**config.mk**
```make
export PLATFORM = sky130hd
export DESIGN_NAME = lsic_top
export DESIGN_NICKNAME = d
export VERILOG_FILES = /design/src/rtl/lsic_pkg.sv /design/src/rtl/lsic_persist.sv /design/src/rtl/lsic_top.sv
export SDC_FILE = /design/constraint.sdc
export NUM_CORES = 1
export LEC_CHECK = 0
export BUFFER_PORTS_ARGS = -buffer_cell sky130_fd_sc_hd__buf_2
export CAP_MARGIN = 30
export CORE_MARGIN = 3
export CORE_UTILIZATION = 50
export DETAILED_ROUTE_END_ITERATION = 10
export PLACE_DENSITY = 0.83
export SYNTH_ARGS = -nofsm -noshare
export SYNTH_HDL_FRONTEND = slang
export SYNTH_SLANG_ARGS = --single-unit
```
**constraint.sdc**
```tcl
create_clock -name clk_i -period 6.9 [get_ports clk_i]
set_input_delay 1.38 -clock clk_i [delete_from_list [all_inputs] [get_ports clk_i]]
set_output_delay 1.38 -clock clk_i [all_outputs]
set_load 0.02 [all_outputs]
```
**src/rtl/lsic_pkg.sv**
```systemverilog
// Purpose : Shared constants for the light sensor interrupt controller.
// Assumes : 40 MHz core clock; 8-bit register bus from the serial slave.
// Notes   : Reset values of all control state are zero.
`default_nettype none
package lsic_pkg;
   localparam int unsigned CLK_HZ          = 40_000_000;
   localparam logic [7:0]  REG_INT_CTRL    = 8'h02;
   localparam logic [7:0]  REG_INT_SRC     = 8'h03;
   localparam logic [7:0]  INT_CTRL_RST    = 8'h00;
   localparam logic [7:0]  INT_SRC_RST     = 8'h00;
   localparam int unsigned HALT_BIT        = 6;
   localparam int unsigned MODE_HI         = 5;
   localparam int unsigned MODE_LO         = 4;
   localparam int unsigned PERS_HI         = 2;
   localparam logic [6:0]  ALERT_RESP_ADDR = 7'h0C;
   localparam logic [6:0]  OWN_ADDR        = 7'h39;
   localparam logic [1:0]  CLEAR_ACTION    = 2'h3;
   localparam logic [1:0]  MODE_OFF        = 2'h0;
   localparam logic [1:0]  MODE_LEVEL      = 2'h1;
   localparam logic [1:0]  MODE_ALERT      = 2'h2;
   localparam logic [1:0]  MODE_FORCE      = 2'h3;
   localparam logic [2:0]  PERS_EVERY      = 3'h0;
   localparam logic [2:0]  PERS_SINGLE     = 3'h1;
   localparam logic [2:0]  PERS_100MS      = 3'h2;
   localparam logic [2:0]  PERS_1S         = 3'h3;
   localparam int unsigned T_100MS_MS      = 100;
   localparam int unsigned T_1S_MS         = 1000;
   localparam int unsigned CYC_100MS       = CLK_HZ / 1000 * T_100MS_MS;
   localparam int unsigned CYC_1S          = CLK_HZ / 1000 * T_1S_MS;
   localparam int unsigned TICK_DIV        = 40_000;
endpackage : lsic_pkg
`default_nettype wire

```
**src/rtl/lsic_persist.sv**
```systemverilog
// Purpose : Persistence filter for an out-of-window condition.
// Assumes : A millisecond enable pulse and a per-conversion strobe.
// Notes   : Any in-range result restarts the time accumulation.
`default_nettype none
module lsic_persist
   import lsic_pkg::*;
#(
   parameter int unsigned CNT_W = 11
) (
   input  wire logic       clk_i,
   input  wire logic       rst_i,
   input  wire logic       ms_tick_i,
   input  wire logic       conv_i,
   input  wire logic       out_i,
   input  wire logic [2:0] pers_i,
   input  wire logic [CNT_W-1:0] ms_100_i,
   input  wire logic [CNT_W-1:0] ms_1s_i,
   output logic            fire_o
);
   logic [CNT_W-1:0] ms_r;
   logic             out_r;
   logic             done_r;
   wire  [CNT_W-1:0] limit = (pers_i == PERS_1S) ? ms_1s_i : ms_100_i;
   wire              timed = (pers_i == PERS_100MS) || (pers_i == PERS_1S);
   wire              reach = out_r && !done_r && ms_tick_i && (ms_r + 1'b1 >= limit);

   always_ff @(posedge clk_i or posedge rst_i) begin
      if (rst_i) begin
         ms_r   <= '0;
         out_r  <= 1'b0;
         done_r <= 1'b0;
      end else begin
         if (conv_i) begin
            out_r <= out_i;
            if (!out_i) begin
               ms_r   <= '0;
               done_r <= 1'b0;
            end
         end else if (timed && reach) begin
            done_r <= 1'b1;
         end else if (out_r && ms_tick_i && !done_r) begin
            ms_r <= ms_r + 1'b1;
         end
      end
   end

   assign fire_o = (pers_i == PERS_EVERY) ? conv_i :
                   timed ? reach : (conv_i && out_i);
endmodule : lsic_persist
`default_nettype wire

```
**src/rtl/lsic_top.sv**
```systemverilog
// Purpose : Interrupt generation and clearing for a four-channel light sensor.
// Assumes : The serial slave decodes bus traffic into strobes on clk_i.
// Notes   : Open-drain pin is modelled as drive-low output and its enable.
`default_nettype none
module lsic_top
   import lsic_pkg::*;
#(
   parameter int unsigned DATA_W    = 16,
   parameter int unsigned TICK_CYC  = TICK_DIV,
   parameter int unsigned MS_100    = T_100MS_MS,
   parameter int unsigned MS_1S     = T_1S_MS
) (
   input  wire logic              clk_i,
   input  wire logic              rst_i,
   input  wire logic              reg_wr_i,
   input  wire logic [7:0]        reg_addr_i,
   input  wire logic [7:0]        reg_wdata_i,
   output logic      [7:0]        reg_rdata_o,
   input  wire logic              cmd_wr_i,
   input  wire logic [1:0]        cmd_action_i,
   input  wire logic              ara_rd_i,
   input  wire logic [6:0]        ara_addr_i,
   input  wire logic              ara_lost_i,
   output logic      [7:0]        ara_data_o,
   output logic                   ara_hit_o,
   input  wire logic              conv_done_i,
   input  wire logic [DATA_W-1:0] green_i,
   input  wire logic [DATA_W-1:0] red_i,
   input  wire logic [DATA_W-1:0] blue_i,
   input  wire logic [DATA_W-1:0] clear_i,
   input  wire logic [DATA_W-1:0] thr_low_i,
   input  wire logic [DATA_W-1:0] thr_high_i,
   input  wire logic              irq_pin_i,
   output logic                   irq_o,
   output logic                   irq_oe_o,
   output logic                   halt_integ_o,
   output logic                   irq_pending_o
);
   // ------------------------------------------------------------
   // Registers
   // ------------------------------------------------------------
   logic [7:0]  ctrl_r;
   logic [1:0]  src_r;
   logic        pend_r;
   logic        alert_r;
   logic        force_r;
   logic [15:0] tick_cnt_r;
   logic        ms_tick_r;
   logic [1:0]  pin_sync_r;
   logic [7:0]  rdata_r;
   logic [7:0]  ara_data_r;
   logic        ara_hit_r;

   wire         wr_ctrl     = reg_wr_i && (reg_addr_i == REG_INT_CTRL);
   wire         wr_src      = reg_wr_i && (reg_addr_i == REG_INT_SRC);
   wire [1:0]   mode        = ctrl_r[MODE_HI:MODE_LO];
   wire [2:0]   pers        = ctrl_r[PERS_HI:0];
   wire         halt_en     = ctrl_r[HALT_BIT];
   wire [7:0]   ctrl_wmask  = 8'h77;

   // ------------------------------------------------------------
   // Source select and window compare
   // ------------------------------------------------------------
   logic [DATA_W-1:0] sel_val;
   always_comb begin
      case (src_r)
         2'h0:    sel_val = green_i;
         2'h1:    sel_val = red_i;
         2'h2:    sel_val = blue_i;
         default: sel_val = clear_i;
      endcase
   end
   wire outside = (sel_val < thr_low_i) || (sel_val > thr_high_i);

   // ------------------------------------------------------------
   // Millisecond enable
   // ------------------------------------------------------------
   wire tick_wrap = (tick_cnt_r == 16'(TICK_CYC - 1));
   always_ff @(posedge clk_i or posedge rst_i) begin
      if (rst_i) begin
         tick_cnt_r <= 16'h0000;
         ms_tick_r  <= 1'b0;
      end else begin
         tick_cnt_r <= tick_wrap ? 16'h0000 : tick_cnt_r + 16'h0001;
         ms_tick_r  <= tick_wrap;
      end
   end

   logic fire;
   lsic_persist #(
      .CNT_W (11)
   ) u_persist (
      .clk_i     (clk_i),
      .rst_i     (rst_i),
      .ms_tick_i (ms_tick_r),
      .conv_i    (conv_done_i),
      .out_i     (outside),
      .pers_i    (pers),
      .ms_100_i  (11'(MS_100)),
      .ms_1s_i   (11'(MS_1S)),
      .fire_o    (fire)
   );

   // ------------------------------------------------------------
   // Pending state, set and clear
   // ------------------------------------------------------------
   wire alert_like  = (mode == MODE_ALERT) || (mode == MODE_FORCE);
   wire set_thr     = fire && (mode != MODE_OFF);
   wire set_force   = wr_ctrl && (reg_wdata_i[MODE_HI:MODE_LO] == MODE_FORCE);
   wire ara_match   = ara_rd_i && (ara_addr_i == ALERT_RESP_ADDR);
   wire ara_clear   = ara_match && pend_r && alert_like && !ara_lost_i;
   wire cmd_clear   = cmd_wr_i && (cmd_action_i == CLEAR_ACTION) &&
                      (mode == MODE_LEVEL);
   wire set_any     = set_thr || set_force;
   wire pend_nxt    = set_any ? 1'b1 : ((cmd_clear || ara_clear) ? 1'b0 : pend_r);

   always_ff @(posedge clk_i or posedge rst_i) begin
      if (rst_i) begin
         ctrl_r <= INT_CTRL_RST;
         src_r  <= INT_SRC_RST[1:0];
      end else begin
         if (wr_ctrl) ctrl_r <= reg_wdata_i & ctrl_wmask;
         if (wr_src)  src_r  <= reg_wdata_i[1:0];
      end
   end

   always_ff @(posedge clk_i or posedge rst_i) begin
      if (rst_i) begin
         pend_r  <= 1'b0;
         force_r <= 1'b0;
      end else begin
         pend_r  <= pend_nxt;
         force_r <= set_force;
      end
   end

   // ------------------------------------------------------------
   // Alert response and read data
   // ------------------------------------------------------------
   wire [7:0] rsel = (reg_addr_i == REG_INT_CTRL) ? ctrl_r :
                     (reg_addr_i == REG_INT_SRC)  ? {6'h00, src_r} : 8'h00;
   always_ff @(posedge clk_i or posedge rst_i) begin
      if (rst_i) begin
         rdata_r    <= 8'h00;
         ara_data_r <= 8'h00;
         ara_hit_r  <= 1'b0;
         alert_r    <= 1'b0;
         pin_sync_r <= 2'b11;
      end else begin
         rdata_r    <= rsel;
         ara_hit_r  <= ara_clear;
         if (ara_clear)
            ara_data_r <= {OWN_ADDR, 1'b0};
         alert_r    <= pend_nxt && (mode != MODE_OFF);
         pin_sync_r <= {pin_sync_r[0], irq_pin_i};
      end
   end

   // ------------------------------------------------------------
   // Outputs
   // ------------------------------------------------------------
   assign reg_rdata_o   = rdata_r;
   assign ara_data_o    = ara_data_r;
   assign ara_hit_o     = ara_hit_r;
   assign irq_o         = 1'b0;
   assign irq_oe_o      = alert_r;
   assign irq_pending_o = alert_r;

   // ------------------------------------------------------------
   // Integration halt
   // ------------------------------------------------------------
   // Halt follows the asserted line; the host resumes with a clear alone, which drops halt with the line.
   logic halt_r;
   always_ff @(posedge clk_i or posedge rst_i) begin
      if (rst_i) halt_r <= 1'b0;
      else       halt_r <= halt_en && pend_nxt && (mode != MODE_OFF);
   end
   assign halt_integ_o = halt_r;

   // ------------------------------------------------------------
   // Checks on the pending state
   // ------------------------------------------------------------
   // These watch only what this block drives; another device holding the
   // shared line low is legal and must never trip them.
   pend_hold_a: assert property (@(posedge clk_i) disable iff (rst_i)
      (pend_r && !cmd_clear && !ara_clear) |=> pend_r)
      else $error("pending interrupt dropped without a clear");

   set_wins_a: assert property (@(posedge clk_i) disable iff (rst_i)
      set_any |=> pend_r)
      else $error("interrupt set was lost");

   thr_level_a: assert property (@(posedge clk_i) disable iff (rst_i)
      (conv_done_i && outside && (pers == PERS_SINGLE) && (mode == MODE_LEVEL)) |=> pend_r)
      else $error("out of window result did not set the interrupt");

   in_range_a: assert property (@(posedge clk_i) disable iff (rst_i)
      (conv_done_i && !outside && (pers == PERS_SINGLE) && !pend_r && !set_force)
      |=> !pend_r)
      else $error("in range result set the interrupt");

   every_fire_a: assert property (@(posedge clk_i) disable iff (rst_i)
      (conv_done_i && (pers == PERS_EVERY) && (mode != MODE_OFF)) |=> pend_r)
      else $error("every cycle persistence did not set the interrupt");

   off_quiet_a: assert property (@(posedge clk_i) disable iff (rst_i)
      ((mode == MODE_OFF) && !set_force && !pend_r) |=> !pend_r)
      else $error("interrupt set while disabled");

   level_clr_a: assert property (@(posedge clk_i) disable iff (rst_i)
      (cmd_clear && !set_any) |=> !irq_oe_o)
      else $error("level clear did not release the pin");

   // ------------------------------------------------------------
   // Checks on the pin
   // ------------------------------------------------------------
   force_set_a: assert property (@(posedge clk_i) disable iff (rst_i)
      (force_r && !ara_clear) |=> irq_oe_o)
      else $error("forced interrupt did not drive the pin");

   mode_off_a: assert property (@(posedge clk_i) disable iff (rst_i)
      ((mode == MODE_OFF) && !set_force) |=> !irq_oe_o)
      else $error("pin driven while interrupt disabled");

   level_set_a: assert property (@(posedge clk_i) disable iff (rst_i)
      (set_thr && (mode == MODE_LEVEL)) |=> irq_oe_o)
      else $error("level interrupt did not drive the pin");

   alert_keep_a: assert property (@(posedge clk_i) disable iff (rst_i)
      (pend_r && alert_like && !ara_clear) |=> irq_oe_o)
      else $error("alert line released without a response");

   pin_echo_a: assert property (@(posedge clk_i) disable iff (rst_i)
      $past(irq_oe_o, 2) |-> !pin_sync_r[1])
      else $error("driven pin did not read back low");

   // ------------------------------------------------------------
   // Checks on the alert response
   // ------------------------------------------------------------
   lost_keep_a: assert property (@(posedge clk_i) disable iff (rst_i)
      (pend_r && ara_match && ara_lost_i && !cmd_clear) |=> pend_r)
      else $error("arbitration loss cleared the interrupt");

   ara_reply_a: assert property (@(posedge clk_i) disable iff (rst_i)
      ara_clear |=> ((ara_data_o == {OWN_ADDR, 1'b0}) && ara_hit_o))
      else $error("alert response byte wrong");

   ara_addr_a: assert property (@(posedge clk_i) disable iff (rst_i)
      (ara_rd_i && (ara_addr_i != ALERT_RESP_ADDR)) |=> !ara_hit_o)
      else $error("answered a receive byte to another address");

   ara_level_a: assert property (@(posedge clk_i) disable iff (rst_i)
      (ara_rd_i && (mode == MODE_LEVEL)) |=> !ara_hit_o)
      else $error("answered an alert response in level mode");

   ara_idle_a: assert property (@(posedge clk_i) disable iff (rst_i)
      (ara_rd_i && !pend_r) |=> !ara_hit_o)
      else $error("answered an alert response with nothing pending");

   // ------------------------------------------------------------
   // Checks on halt, control and timing
   // ------------------------------------------------------------
   halt_pin_a: assert property (@(posedge clk_i) disable iff (rst_i)
      halt_integ_o |-> (irq_oe_o && $past(halt_en)))
      else $error("halt without asserted interrupt");

   halt_drop_a: assert property (@(posedge clk_i) disable iff (rst_i)
      !halt_en |=> !halt_integ_o)
      else $error("halt raised with the halt bit clear");

   halt_rise_a: assert property (@(posedge clk_i) disable iff (rst_i)
      (halt_en && pend_r && (mode != MODE_OFF) && !cmd_clear && !ara_clear)
      |=> halt_integ_o)
      else $error("asserted interrupt did not halt integration");

   ctrl_rsv_a: assert property (@(posedge clk_i) disable iff (rst_i)
      wr_ctrl |=> ((ctrl_r[7] == 1'b0) && (ctrl_r[3] == 1'b0)))
      else $error("reserved control bit stored");

   tick_pulse_a: assert property (@(posedge clk_i) disable iff (rst_i)
      ms_tick_r |=> !ms_tick_r)
      else $error("millisecond enable wider than one cycle");

endmodule : lsic_top
`default_nettype wire

```
Yosys cells after proc, flatten, opt, wreduce, memory -nomap -nowiden

Cells that the tools add are included.

Register bits: 50
Output and inout port bits: 21

$add $sub $neg: 2
Magnitude comparators: 3
Equality and inequality tests: 15
Muxes and demuxes: 16
Reductions and logical operators: 34

Operators by type and width:

| kind                  | number |
|---|---|
| $pmux 16 s3           | 1 |
| $mux 11               | 4 |
| $logic_and 1x1->1     | 20 |
| $add 16x1->16 const B | 1 |
| $eq 16x16->1 const B  | 1 |
| $eq 8x2->1 const B    | 2 |
| $gt 16x16->1          | 1 |
| $lt 16x16->1          | 1 |
| $mux 16               | 1 |
| $add 11x1->11 const B | 1 |
| $ge 11x11->1          | 1 |
| $eq 2x2->1 const B    | 5 |
| $mux 10               | 1 |
| $eq 7x4->1 const B    | 1 |
| $mux 1                | 7 |
| $mux 7                | 1 |
| $eq 3x2->1 const B    | 2 |
| $reduce_bool 2->1     | 3 |
| $logic_or 1x1->1      | 5 |
| $eq 2x1->1 const B    | 2 |
| $ne 2x2->1 const B    | 2 |
| $logic_not 3->1       | 1 |
| $reduce_and 3->1      | 1 |
| $logic_not 1->1       | 2 |
| other kinds (3)       | 3 |

Longest topological paths before layout

Depth after elaboration: 12
Mapped depth: 12
Mapped depth without buffers: 11

By module

A second synthesis with hierarchy kept.

Cells, all modules: 392
Area total of the unflattened synthesis: 3952.5 um2

By module, submodules not included:

| module       | instances | cells an instance | area each (um2) |
|---|---|---|---|
| lsic_top     | 1         | 269               | 2776.4 |
| lsic_persist | 1         | 123               | 1176.1 |

Worst setup path before layout

OpenSTA, ideal clock, no wires.

Kind: input to register
Start: input port clear_i[9]
End: register u_persist.ms_r[8]
Setup time: 0.087 ns
Data arrival time: 3.513 ns
Path slack: 3.300 ns
Stages: 10
Cells stage by stage: mux4_2 > ha_1 > nand2_1 > nor4_1 > a21boi_0 > o31ai_1 > and3_1 > or2_2 > buf_4 > o211ai_1

Longest elaborated chain between the ends: 5

Ends and longest elaborated chain:

| what                                                | line               | text |
|---|---|---|
| start, declared                                     | lsic_top.sv:30     | `input wire logic [DATA_W-1:0] clear_i,` |
| $pmux 16 s3 (*)                                     | lsic_top.sv:66     | `case (src_r)` |
| $lt 16x16->1 / $gt 16x16->1 (equally long branches) | lsic_top.sv:73     | `wire outside = (sel_val < thr_low_i) \|\| (sel_val > thr_high_i);` |
| $logic_or 1x1->1 (*)                                | lsic_top.sv:73     |  |
| $ne 2x2->1 (no source line) (*)                     | n/a                |  |
| $reduce_and 3->1 (no source line) (*)               | n/a                |  |
| end signal, assigned                                | lsic_persist.sv:42 | `ms_r <= ms_r + 1'b1;` |
| end, declared                                       | lsic_persist.sv:20 | `logic [CNT_W-1:0] ms_r;` |

Mark *: on every way between the ends. The rest lies on a longest branch, timed or not.
A chain may end at the register's enable or synchronous reset.

Worst setup path after layout

Start: input port clear_i[11]
End: register alert_r (netlist: irq_oe_o)

Longest elaborated chain between the ends: 10

Ends and longest elaborated chain:

| what                                                | line               | text |
|---|---|---|
| $pmux 16 s3 (*)                                     | lsic_top.sv:66     |  |
| $lt 16x16->1 / $gt 16x16->1 (equally long branches) | lsic_top.sv:73     |  |
| $logic_or 1x1->1 (*)                                | lsic_top.sv:73     |  |
| $logic_and 1x1->1 (*)                               | lsic_persist.sv:48 | `timed ? reach : (conv_i && out_i);` |
| $mux 1 (*)                                          | lsic_persist.sv:48 |  |
| $mux 1 (*)                                          | lsic_persist.sv:47 | `assign fire_o = (pers_i == PERS_EVERY) ? conv_i :` |
| $logic_and 1x1->1 (*)                               | lsic_top.sv:108    | `wire set_thr = fire && (mode != MODE_OFF);` |
| $logic_or 1x1->1 (*)                                | lsic_top.sv:114    | `wire set_any = set_thr \|\| set_force;` |
| $mux 1 (*)                                          | lsic_top.sv:115    | `wire pend_nxt = set_any ? 1'b1 : ((cmd_clear \|\| ara_clear) ? 1'b0 : pend_r);` |
| $logic_and 1x1->1 (*)                               | lsic_top.sv:154    | `alert_r <= pend_nxt && (mode != MODE_OFF);` |
| end signal, assigned                                | lsic_top.sv:154    |  |
| end, declared                                       | lsic_top.sv:45     | `logic alert_r;` |

Marks and branches as above.

==> results.md <==
- The run finished with clean final reports.
- The root cell of the clock tree is clkbuf_8.
- The power density over cell area is 135 nW/um2.
- The worst IR drop on VDD is 0.144 mV.
- The number of setup violations in the final report is 0.
- The net count reported at finish is between 600 and 700.
- On the worst path, the slowest cell contributes a delay of roughly 520 ps.
- After synthesis, flip-flops and latches occupy 33.4% of the total area.
- Each instance of the synthesized netlist takes up on average 9.74 um2.
- The signal on the critical path passes through buf_2 -> mux4_2 -> ha_1 -> nand4_1 -> a2111oi_0 -> o21ai_0 -> nand3_1 -> nand2_1 -> a211oi_2 -> nor2_1.
- For this design the static power due to leakage is 2.36 nW.
- The number of hold buffers added after CTS was 0.
- The cell area that synthesis handed to floorplanning was ~3700 um2.
- Summing the areas of all xor and xnor instances in the mapped netlist gives 3.82% of the synthesized area.
- After layout, the worst path uses 53.8% of the clock period.
- The y dimension of the die is between 90 and 100 um.
- Entering global routing, the biggest net connects 41 pins.
- The main combinational cell family by area after synthesis is simple AND/OR/NAND/NOR gates.
- The fmax is 270 MHz.
- By area the synthesized netlist is led by dfrtp_1 (33%), ha_1 (13%), mux4_2 (9.8%), inv_1 (4.6%), o21ai_0 (3.0%).
- The global-route wire length before repair is between 10000 and 15000 um.
- The width of the chip is 91.7 um.
- The data arrival time at the worst-slack endpoint is between 3000 and 4000 ps.
- The global-route total usage across every layer is around a fifth.
- The final hold violation count was 0.
- Synthesis handed over a netlist of about 380 instances.
- The HPWL after detailed placement is 7310 um.
- The largest fanout of any net on the critical path is 4.
- The multiplexer share of the synthesized area is a little over an eighth.
- The number of input and output port buffers inserted is approximately 140.
- After synthesis, the largest area contributor takes up 33.4% of total cell area.
- For this run, asynchronously set or reset flops after synthesis account for 100%.
- The final worst clock skew is 2.79 ps.
- The netlist uses 57 different library cells.
- The transition time at the pin with the least slew margin is 747 ps.
- The via count of the first global-routing pass is 3452.
- Clock-pin slew was measured on the worst setup and hold paths at 90 ps.
- Of all cell types, the one taking the most synthesized area is dfrtp_1.
- For this block, the via count after detailed routing is 3272.
- Once layout is complete, the cells apart from fillers number 609.
- After detailed routing, the average wire length per cell comes to roughly 15 um.
- The number of violations reported at the end of detailed-routing iteration 0 is about 180.
- The worst-case register-to-register setup slack is 3350 ps.
- The endpoint required time on the critical path is a little over 7000 ps.
- The synthesized netlist devotes between 10% and 20% of its cell area to compound gates.
- The worst slew margin relative to its limit is 50.2%.
- The clock latency on the worst-skew pair is 300 ps.
- Wires add up to slightly below 9000 um.
- The placer's final routability congestion estimate is a little under 0.9.
- The number of enable flip-flop cells after synthesis is 0.
- The number of placement rows is 30.
- After routing, the total negative slack on setup checks comes to 0 ps.
- The share of cells above drive strength 1 is 35.7%.
- The number of placed instances, taps included, is 600.
- The class of the tightest hold or removal check is reg2reg.
- The slowest stage of the critical path is the mux4_2 cell.
- The detail route stage leaves a number of antenna-violating nets equal to 0.
- Synthesis inferred a little under 50 register bits.
- The via-per-instance ratio is 5.37.
- For this design, the sink count on the clock tree is between 40 and 50.
- For this design the top-level I/O count stands at 150.
- The Yosys step of the flow raised 0 warnings.
- TritonCTS built the clock tree.
- The number of detailed-route iterations in the first pass is 4.
- The fill cell instance count of the final layout is 562.
- The placeable core region is 6940 um2.
- The CTS buffer count is 5.
- The initial standard-cell utilization of the core is 52.9%.
- The overall power consumption is 0.609 mW.
- The kind of end point of the critical path is a flop.
- The most used flip-flop cell after synthesis is dfrtp_1.
- The post-layout minimum cycle time is 3710 ps.
- The class of the most critical setup path is in2reg.
- Setup repair after global routing left no endpoint under its margin.
- The full die area is 8410 um2.
- Compared with the post-synthesis result, the final layout area differs by 23.2%.
- The number of gates resized after CTS is 0.
- STA classifies the critical path startpoint as an input pin.
- The post-CTS setup-driven buffer insertion count is 0.
- The number of maximum-capacitance constraint violations is 0.
- The count of H-tree levels built during CTS is 2.
- The antenna cell count is 0.
- The synthesized netlist devotes 12.9% of its cell area to adder and majority cells.
- In the routed design, unresolved DRC markers number 0.
- The clock passes through at most 2 buffers.
- The global-route congestion overflow total is 0.
- The number of pins exceeding their max-slew limit in the final report is 0.
- The number of antenna violations at the first check in global routing is 0.
- Of the total synthesized cell area, the portion taken by AND, OR, NAND and NOR gates is about 17%.
layer usage:
layer	track usage (%)	up-vias	routed length, um
met1	23.7	1523	3380
met5	0	-	0
li1	-	1598	-
met4	6.56	0	223
met3	4.10	17	705
met2	40.2	134	4540
worst paths after layout:
kind,cells past startpoint,end,startpoint
max in group asynchronous,3,u_persist.ms_r[10],rst_i
max,10,irq_oe_o,clear_i[11]
min in group asynchronous,2,tick_cnt_r[1],rst_i
max reg2reg,10,u_persist.ms_r[4],u_persist.ms_r[2]
min reg2reg,1,tick_cnt_r[9],tick_cnt_r[9]
min,1,tick_cnt_r[9],tick_cnt_r[9]
kinds of logic after synthesis:
family                   Yosys count
XOR/XNOR                          16
flip-flops                        49
multiplexers                      27
AO/OA/AOI/OAI                     65
AND/OR/NAND/NOR                  117
buffers and inverters             64
other                              1
adder cells (fa/ha/maj)           38
synth_stat cells, types with 6 or more instances:
master and n:
mux2_2 8, inv_1 45, nand4_1 9, nor2_1 28
dfrtp_1 49, xnor2_1 7, xor2_1 9, buf_4 13
nand2_1 28, ha_1 38, and3_1 6, mux4_2 16
nand3_1 10, o21ai_0 22, a21oi_1 14
sequential cells by signal, summed over array words and instances (netlist names):
name              flops
ctrl_r                6
u_persist.out_r       1
u_persist.done_r      1
tick_cnt_r           16
irq_oe_o              1
pend_r                1
reg_rdata_o           6
halt_integ_o          1
ms_tick_r             1
src_r                 2
ara_data_o            1
ara_hit_o             1
u_persist.ms_r       11
report_power, final:
group	internal, mW	total, mW	leakage [nW]	switching (mW)
Clock	0.0715	0.166	0.0374	0.0945
Combinational	0.0748	0.145	1.65	0.0698
Sequential	0.292	0.299	0.664	0.00653
Total	0.438	0.609	2.36	0.171
area by class of cell:
cell class,instances,area [um2],share of cell area [%]
timing repair buffer,141,743,16.4
clock buffer,6,72.6,1.60
clock inverter,2,15.0,0.332
multi-input combinational,270,2180,48.1
inverter,45,169,3.73
tap,96,120,2.65
sequential,49,1230,27.1
critical path, delay by kind of cell:
family | cells | cell delay (ps)
AO/OA/AOI/OAI | 3 | 1000
AND/OR/NAND/NOR | 4 | 540
multiplexers | 1 | 520
adder cells (fa/ha/maj) | 1 | 350
buffers and inverters | 1 | 100
per-stage QoR:
step | cell area [um2] | hold slack [ps] | utilization, % | worst slack [ps]
after floorplan | 3690 | 455 | - | 3300
after detailed placement | 4410 | 493 | 63.5 | 2930
after global routing | 4520 | 522 | 65.2 | 2990
after global placement | 4390 | 476 | 63.2 | 3000
final | 4520 | 499 | 65.2 | 3190
after CTS | 4500 | 508 | 64.8 | 3190
cell usage in the layout (no fill, tap or decap), types with 9 or more instances in the layout:
cell and instances:
a21oi_1 14, buf_2 139, dfrtp_1 49, ha_1 38
inv_1 44, mux4_2 16, nand2_1 28, nand3_1 10
nand4_1 9, nor2_1 28, o21ai_0 22, xor2_1 9
Note: power is estimated with default switching activity, not from simulation.
